[config.mk]
export PLATFORM = sky130hd
export DESIGN_NAME = output_current_mirror_trim_regs
export DESIGN_NICKNAME = d
export VERILOG_FILES = /design/src/logic/mirror_trim_pkg.sv /design/src/logic/output_current_mirror_trim_regs.sv
export SDC_FILE = /design/constraint.sdc
export NUM_CORES = 1
export LEC_CHECK = 0
export ABC_AREA = 1
export BUFFER_PORTS_ARGS = -buffer_cell sky130_fd_sc_hd__buf_2
export CORE_MARGIN = 4
export CORE_UTILIZATION = 52
export CTS_BUF_LIST = sky130_fd_sc_hd__clkbuf_4 sky130_fd_sc_hd__clkbuf_8 sky130_fd_sc_hd__clkbuf_16
export CTS_CLUSTER_DIAMETER = 40
export CTS_CLUSTER_SIZE = 16
export DETAILED_ROUTE_END_ITERATION = 10
export PLACE_DENSITY = 0.83
export SLEW_MARGIN = 40
export SYNTH_ARGS = -nofsm -noshare
export SYNTH_HDL_FRONTEND = slang
export SYNTH_SLANG_ARGS = --single-unit
[constraint.sdc]
create_clock -name clk_i -period 2.2 [get_ports clk_i]
set_input_delay 0.33 -clock clk_i [delete_from_list [all_inputs] [get_ports clk_i]]
set_output_delay 0.33 -clock clk_i [all_outputs]
set_load 0.02 [all_outputs]
[src/logic/mirror_trim_pkg.sv]
/*
 * package for the output current mirror trim register bank:
 * register offsets, field positions, reset values and carrier structs.
 * assumes a simple synchronous register port from the spi slave logic.
 */
package mirror_trim_pkg;

    // ************************************************************
    // register map
    // ************************************************************
    localparam logic [7:0] half_bridge_mirror_trim_addr = 8'h10;
    localparam logic [7:0] high_side_mirror_trim_addr = 8'h11;
    localparam logic [7:0] trim_reset_value = 8'h00;
    localparam logic [7:0] read_back_value = 8'h00;

    // ************************************************************
    // field positions (both registers share the 2/3/3 layout)
    // ************************************************************
    localparam int field2_hi = 7;
    localparam int field2_lo = 6;
    localparam int field3a_hi = 5;
    localparam int field3a_lo = 3;
    localparam int field3b_hi = 2;
    localparam int field3b_lo = 0;
    localparam logic [2:0] trim3_reserved_code = 3'h4;
    localparam logic [2:0] trim3_zero_code = 3'h0;
    localparam logic [1:0] trim2_zero_code = 2'h0;

    // register access request from the spi slave
    typedef struct packed {
        logic       wr;
        logic       rd;
        logic [7:0] addr;
        logic [7:0] wdata;
    } reg_req_type;

    // trim codes presented to the mirrors, one 3-bit code per mirror
    typedef struct packed {
        logic [2:0] bridge12;
        logic [2:0] bridge34;
        logic [2:0] highside23;
        logic [2:0] highside1;
        logic       bridge12_wide;
        logic       bridge34_wide;
    } trim_out_type;

    // state of the register bank, all but the reserved-code flag
    typedef struct packed {
        logic [1:0]   bridge12_trim_sense0;
        logic [2:0]   bridge34_trim_sense1;
        logic [2:0]   bridge12_trim_sense1;
        logic [1:0]   bridge34_trim_sense0;
        logic [2:0]   highside23_trim;
        logic [2:0]   highside1_trim;
        logic [7:0]   rdata;
        logic         rvalid;
        trim_out_type trim;
    } trim_state_type;

    // state after reset: every trim field zero, reads zero
    localparam trim_state_type trim_state_reset = '0;

endpackage

[src/logic/output_current_mirror_trim_regs.sv]
/*
 * write-only trim register bank for the load-current mirrors of the
 * four half-bridge and three high-side outputs.
 * assumes: the spi slave delivers one-cycle wr/rd strobes with address
 * and data synchronous to clk_i; current_sense_select_i is a level.
 */
//
// Function
// - The half-bridge trim register always reads as zero.
// - The high-side trim register always reads as zero.
// - Reset clears every field of the half-bridge trim register.
// - Reset clears every field of the high-side trim register.
// - Half-bridge bits 7:6 trim bridges 1-2 when sense select is 0.
// - Half-bridge bits 5:3 trim bridges 3-4 when sense select is 1.
// - Half-bridge bits 2:0 trim bridges 1-2 when sense select is 1.
// - High-side bits 7:6 trim bridges 3-4 when sense select is 0.
// - High-side bits 5:3 trim high-side outputs 2 and 3.
// - High-side bits 2:0 trim high-side output 1.
// - Bridges 1-2 use the two-bit field at select 0, three-bit at 1.
// - Bridges 3-4 use the high-side two-bit field at 0, else three-bit.
`timescale 1ns/10ps
`default_nettype none

module output_current_mirror_trim_regs
    import mirror_trim_pkg::*;
(
    input wire logic clk_i,
    input wire logic nrst_i,
    input wire logic wr_i,
    input wire logic rd_i,
    input wire logic [7:0] addr_i,
    input wire logic [7:0] wdata_i,
    input wire logic current_sense_select_i,
    output logic [7:0] rdata_o,
    output logic rvalid_o,
    output logic [2:0] bridge12_trim_o,
    output logic [2:0] bridge34_trim_o,
    output logic [2:0] highside23_trim_o,
    output logic [2:0] highside1_trim_o,
    output logic bridge12_wide_o,
    output logic bridge34_wide_o,
    output logic reserved_code_o
);

    // ************************************************************
    // state
    // ************************************************************
    trim_state_type state;
    trim_state_type next_state;
    reg_req_type req;
    logic rsv;
    logic next_rsv;
    logic hb_wr;
    logic hs_wr;

    // request bundle and per-register write decode
    assign req = '{wr: wr_i, rd: rd_i, addr: addr_i, wdata: wdata_i};
    assign hb_wr = req.wr && (req.addr == half_bridge_mirror_trim_addr);
    assign hs_wr = req.wr && (req.addr == high_side_mirror_trim_addr);

    // ************************************************************
    // next state
    // ************************************************************
    always_comb begin
        next_state = state;
        // writes update only the addressed register
        if (hb_wr) begin
            next_state.bridge12_trim_sense0 =
                req.wdata[field2_hi:field2_lo];
            next_state.bridge34_trim_sense1 =
                req.wdata[field3a_hi:field3a_lo];
            next_state.bridge12_trim_sense1 =
                req.wdata[field3b_hi:field3b_lo];
        end
        if (hs_wr) begin
            next_state.bridge34_trim_sense0 =
                req.wdata[field2_hi:field2_lo];
            next_state.highside23_trim =
                req.wdata[field3a_hi:field3a_lo];
            next_state.highside1_trim =
                req.wdata[field3b_hi:field3b_lo];
        end
        // read data is always zero, write-only bank
        next_state.rvalid = req.rd;
        next_state.rdata = read_back_value;
        // mirror selection by current-sense select
        next_state.trim.bridge12_wide = current_sense_select_i;
        next_state.trim.bridge34_wide = current_sense_select_i;
        if (current_sense_select_i) begin
            next_state.trim.bridge12 =
                next_state.bridge12_trim_sense1;
            next_state.trim.bridge34 =
                next_state.bridge34_trim_sense1;
        end else begin
            next_state.trim.bridge12 =
                {1'b0, next_state.bridge12_trim_sense0};
            next_state.trim.bridge34 =
                {1'b0, next_state.bridge34_trim_sense0};
        end
        next_state.trim.highside23 = next_state.highside23_trim;
        next_state.trim.highside1 = next_state.highside1_trim;
    end

    // flag any applied three-bit code that is the reserved one
    always_comb begin
        next_rsv = (next_state.trim.highside23 == trim3_reserved_code) ||
                   (next_state.trim.highside1 == trim3_reserved_code) ||
                   (current_sense_select_i &&
                    ((next_state.trim.bridge12 == trim3_reserved_code) ||
                     (next_state.trim.bridge34 == trim3_reserved_code)));
    end

    // ************************************************************
    // registers
    // ************************************************************
    always_ff @(posedge clk_i or negedge nrst_i) begin
        if (!nrst_i) begin
            state <= trim_state_reset;
            rsv <= 1'b0;
        end else begin
            state <= next_state;
            rsv <= next_rsv;
        end
    end

    // outputs straight from flops
    assign rdata_o = state.rdata;
    assign rvalid_o = state.rvalid;
    assign bridge12_trim_o = state.trim.bridge12;
    assign bridge34_trim_o = state.trim.bridge34;
    assign highside23_trim_o = state.trim.highside23;
    assign highside1_trim_o = state.trim.highside1;
    assign bridge12_wide_o = state.trim.bridge12_wide;
    assign bridge34_wide_o = state.trim.bridge34_wide;
    assign reserved_code_o = rsv;
endmodule

`default_nettype wire

# Yosys cells after proc, flatten, opt, wreduce, memory -nomap -nowiden
# Cells that the tools add are included.
dict set report totals {
  regBits 25
  in_bits 21
  out_inout_bits 24
}
dict set report classes {
  n_eq_ne 6
  n_mux 3
  reduce_logical 6
}
# cell count
set ops {}
lappend ops {{equality test 8 x 5 -> 1 bit (second input constant)} 2}
lappend ops {{2-to-1 mux 8 bit} 2}
lappend ops {{equality test 3 bit (second input constant)} 4}
lappend ops {{2-to-1 mux 6 bit} 1}
lappend ops {{logical AND 1 bit} 3}
lappend ops {{logical OR 1 bit} 3}

# Logic depth before layout (Yosys ltp)
dict set report logic_depth {
  word_depth 8
  mapped_depth 11
  mapped_depth_nobuf 11
}

# Worst setup path before layout
# No wires, ideal clock.
dict set report synth_timing {
  kind {input to register}
  startpoint {input wr_i}
  endpoint {register rsv, in the netlist reserved_code_o}
  setup_ns 0.124
  arrival_ns 1.162
  required_time_ns 2.076
  slack_ns 0.914
  path_stages 9
  path_buffers 0
  path_cell_list {inv_1 nor2_4 nand2_2 nor2_4 nand2_2 o21ai_1 nor2_1 nand2_1 nand3_1}
}
dict set report synth_between {
  elab_chain_len 7
}
# element line
set synth_rtl {}
lappend synth_rtl {{start, declared} output_current_mirror_trim_regs.sv:29} ;# input wire logic wr_i,
lappend synth_rtl {{logical AND 1 bit, on equally long branches} {output_current_mirror_trim_regs.sv:58, output_current_mirror_trim_regs.sv:59}}
lappend synth_rtl {{2-to-1 mux 8 bit, on equally long branches} {output_current_mirror_trim_regs.sv:67, output_current_mirror_trim_regs.sv:75}}
lappend synth_rtl {{2-to-1 mux 6 bit} output_current_mirror_trim_regs.sv:89} ;# if (current_sense_select_i) begin
lappend synth_rtl {{equality test 3 bit, on equally long branches} {output_current_mirror_trim_regs.sv:109, output_current_mirror_trim_regs.sv:110}}
lappend synth_rtl {{logical OR 1 bit} output_current_mirror_trim_regs.sv:109} ;# ((next_state.trim.bridge12 == trim3_reserved_code) ||
lappend synth_rtl {{logical AND 1 bit} output_current_mirror_trim_regs.sv:108} ;# (current_sense_select_i &&
lappend synth_rtl {{logical OR 1 bit *} output_current_mirror_trim_regs.sv:107} ;# (next_state.trim.highside1 == trim3_reserved_code) ||
lappend synth_rtl {{named net next_rsv} output_current_mirror_trim_regs.sv:52} ;# logic next_rsv;
lappend synth_rtl {{end signal, assigned} output_current_mirror_trim_regs.sv:122} ;# rsv <= next_rsv;
lappend synth_rtl {{end, declared} output_current_mirror_trim_regs.sv:51} ;# logic rsv;
# The timed path passes the listed nets; every way through them passes the cells marked *.

# Final worst setup path
dict set report layout_timing {
  startpoint {input addr_i[7]}
  endpoint {register rsv, in the netlist reserved_code_o}
}
dict set report layout_between {
  elab_chain_len 8
}
# element line
set layout_rtl {}
lappend layout_rtl {{start, declared} output_current_mirror_trim_regs.sv:31} ;# input wire logic [7:0] addr_i,
lappend layout_rtl {{equality test 8 x 5 -> 1 bit, on equally long branches} {output_current_mirror_trim_regs.sv:58, output_current_mirror_trim_regs.sv:59}}
lappend layout_rtl {{logical AND 1 bit, on equally long branches} {output_current_mirror_trim_regs.sv:58, output_current_mirror_trim_regs.sv:59}}
lappend layout_rtl {{2-to-1 mux 8 bit, on equally long branches} {output_current_mirror_trim_regs.sv:67, output_current_mirror_trim_regs.sv:75}}
lappend layout_rtl {{2-to-1 mux 6 bit} output_current_mirror_trim_regs.sv:89}
lappend layout_rtl {{equality test 3 bit, on equally long branches} {output_current_mirror_trim_regs.sv:109, output_current_mirror_trim_regs.sv:110}}
lappend layout_rtl {{logical OR 1 bit} output_current_mirror_trim_regs.sv:109}
lappend layout_rtl {{logical AND 1 bit} output_current_mirror_trim_regs.sv:108}
lappend layout_rtl {{logical OR 1 bit *} output_current_mirror_trim_regs.sv:107}
lappend layout_rtl {{named net next_rsv} output_current_mirror_trim_regs.sv:52}
# Marks and branches as above.

==> results.md <==
Run status:
- The flow ran to the end, and the final reports show no timing, DRC or antenna violations.

Setup path:
- The launching element type of the critical path is a primary input.
- The data arrival time of the critical path is 1600 ps.
- The depth of the worst register-to-register path is 6.
- The critical path endpoint category is a flip-flop.
- At the worst endpoint, the required time is 2460 ps.
- In this design, the stage delay of the slowest critical-path cell is 220 ps.
- Traced cell by cell, the critical path runs through buf_2, nor2_1, nand2_2, nor2_4, nand2_2, nand2_1, nand3_1, nor2_1, nand2_1, nand3_1.
- The worst setup path category is in2reg.
- The largest individual stage delay along the critical path comes from the cell sky130_fd_sc_hd__nor2_4.
- Along the worst path, the maximum fanout reaches 12.

Synthesis:
- Counting flops with a built-in enable in the synthesized netlist gives 0.
- Synthesis handed over a netlist of 159 instances.
- The synthesized design contains 25 register bits.
- The average size of a mapped cell is 8.12 um^2.
- The post-synth design cell area is 1290 um^2.
- Of all flip-flops after synthesis, the portion carrying an async set or reset was 100%.
- Ranked by total cell area, the synthesized netlist is headed by sky130_fd_sc_hd__dfrtp_1, sky130_fd_sc_hd__buf_4, sky130_fd_sc_hd__nand2_1, sky130_fd_sc_hd__nand3_1, sky130_fd_sc_hd__inv_1.
- The top flip-flop cell by instance count after synthesis is sky130_fd_sc_hd__dfrtp_1.
- Yosys printed 0 warnings.
- The most frequent cell after synthesis is sky130_fd_sc_hd__nand2_1.
- For this run, the register share of the synthesized area comes to 48.4%.
- The distinct cell type count after synthesis is 12.
- The share of synthesized area in the top cell type comes to 48.4%.
- The biggest area contributor in the post-synthesis netlist is sky130_fd_sc_hd__dfrtp_1.
- By count the netlist is led by sky130_fd_sc_hd__nand2_1, sky130_fd_sc_hd__inv_1, sky130_fd_sc_hd__dfrtp_1, sky130_fd_sc_hd__nand3_1, sky130_fd_sc_hd__buf_4.

Clock network:
- The clock latency on the worst-skew pair is 310 ps.
- The count of clock tree sinks is 25.
- The deepest clock path buffer count is 2.
- The total number of H-tree levels is 1.
- TritonCTS built the clock tree.
- Clock tree synthesis inserted a total of 3 buffers.
- The tree is rooted in a sky130_fd_sc_hd__clkbuf_4.
- The number of buffers inserted by post-CTS setup repair is 0.
- The clock transition at the registers of the reported paths is 130 ps.
- The number of gates resized after CTS was 0.
- Buffers inserted to repair hold after CTS numbered 1.

Global route:
- The via count of the first global-routing pass is 963.
- The pin count of the biggest net entering global routing is 26.
- The global route total overflow is 0.
- The number of antenna violations at the first check in global routing is 0.
- The global-route wire length before repair is 3.97 mm.
- The combined global-route utilization of all metal layers is 15.1%.

Placement:
- Port buffering added 36 buffers.
- In this run the cell area measured after placement is 1360 um^2.
- The cell total after placement is 208.
- The post-detailed-placement half-perimeter wirelength is 1.91 mm.
- The global placer's final weighted congestion is 0.842.

Floorplanning:
- The number of core rows is 17.
- The die extent in x is 57.8 um.
- The floorplan step defined a core boundary enclosing 2300 um^2.
- In this run the count of I/O pins placed on the die edge is 45.
- The floorplan step defined a die boundary enclosing 3340 um^2.
- The die is 57.8 um tall.
- The initial utilization of the core area, before any placement, comes to 56.2%.

Worst hold path:
- In this run the worst hold path is classified as in2reg.
- The hold-critical path depth is 1.

Layout:
- After the last flow step, the layout net total stands at 207.
- Cells with a size suffix above 1 make up 24.9% of the layout.
- The cell area after layout is 1400 um^2.
- Fill cells in the final layout number 215.
- The number of diodes added for antenna fixing is 0.
- Cells fill 61.0% of the core in the end.
- The area growth from synthesis to layout is 8.53%.
- The final cell count without fillers is 213.

Timing:
- The largest clock skew in the final design is 1.82 ps.
- Measured against its own limit, the worst slew margin works out to 64.2%.
- Setup repair after global routing left no endpoint under its margin.
- The actual slew at the worst max-slew pin is 537 ps.
- The routed design could run at a clock period as short as 1330 ps.
- The post-route fraction of the period consumed by the critical path is 60.6%.
- The number of setup violations in the final report is 0.
- Setup total negative slack on the finished layout was measured at 0 ps.
- The maximum clock rate is 750 MHz.
- The number of failing hold endpoints at the final stage is 0.
- The final max-slew violation count is 0.

Detailed routing:
- The length of the first detailed-routing pass in iterations is 4.
- The detail route stage leaves a number of antenna-violating nets equal to 0.
- In the final routed layout, each cell accounts on average for 11.1 um.
- For this run, design rule violations remaining after detail routing come to 0.
- The total via count after detailed routing is 1015.
- For this block, the initial DRC count from the detailed router was 14.
- The wire length reported by the detailed router is 2.37 mm.
- The vias per cell is 4.77.

Power and ir drop:
- Across the VDD grid, the largest voltage drop is 0.316 mV.
- Dividing total power by cell area gives a power density of 589 nW/um^2.
- The leakage power of the design is 0.842 nW.

Job:
- The max-cap violation count is 0.
## report_power, final
group          total, mW  leakage, nW  switching (mW)  internal, mW
Sequential         0.489        0.301         0.00670         0.482
Combinational      0.136        0.523          0.0927        0.0431
Clock              0.201       0.0177           0.133        0.0681
## critical path: cells and delay by family
kind / cells / cell delay, ps
and+or+nand+nor: 9 / 1150
buffers and inverters: 1 / 110
## stage by stage
stage	power (mW)	setup WS (ps)	hold slack [ps]
final	0.825	867	107
after floorplan	0.604	914	34.4
after global placement	0.630	610	332
after detailed placement	0.633	537	343
after CTS	0.830	876	102
after global routing	0.876	739	69.4
## state kept, by name (all words and copies together) (netlist names)
name and cells:
highside23_trim_o 3, highside1_trim_o 3, state 10, reserved_code_o 1
bridge34_wide_o 1, rvalid_o 1, bridge12_trim_o 3, bridge34_trim_o 3
## final timing paths
kind	start	end	slack, ps
min reg2reg	state[32]	state[32]	490
min	rd_i	rvalid_o	110
max reg2reg	state[36]	reserved_code_o	1290
min in group asynchronous	nrst_i	state[31]	510
max in group asynchronous	nrst_i	highside23_trim_o[2]	1330
max	addr_i[7]	reserved_code_o	870
## metal layers
layer  global-route usage, %  wire [um]
met5                       0          0
met4                    5.96         27
met3                    3.34        164
met2                    25.0       1180
met1                    19.1        997
## cells in the final DEF, fill, tap and decap left out, drive strengths merged
cell type / n
o21ai: 2
conb: 8
o21a: 2
dlygate4sd3: 1
clkinv: 1
nor2: 12
inv: 28
dfrtp: 25
clkbuf: 3
buf: 36
nand3: 25
nand2: 42
## final cells by class
cell class                 instances  area, um^2  share of cell area [%]
sequential                        25         626                    44.6
inverter                          28         105                    7.50
clock inverter                     1        5.00                   0.357
clock buffer                       3        22.5                    1.61
multi-input combinational         91         418                    29.8
timing repair buffer              37         190                    13.6
tap                               28        35.0                    2.50
## cell families (layout without fill, tap and decap cells)
family                 after synthesis  after routing  synth area share [%]
and+or+nand+nor                     79             79                  28.1
buffers and inverters               50             69                  21.2
DFF                                 25             25                  48.4
AOI/OAI and AO/OA                    4              4                  1.94
other                                1              8                 0.290
Power figures use the tool's default switching activity.
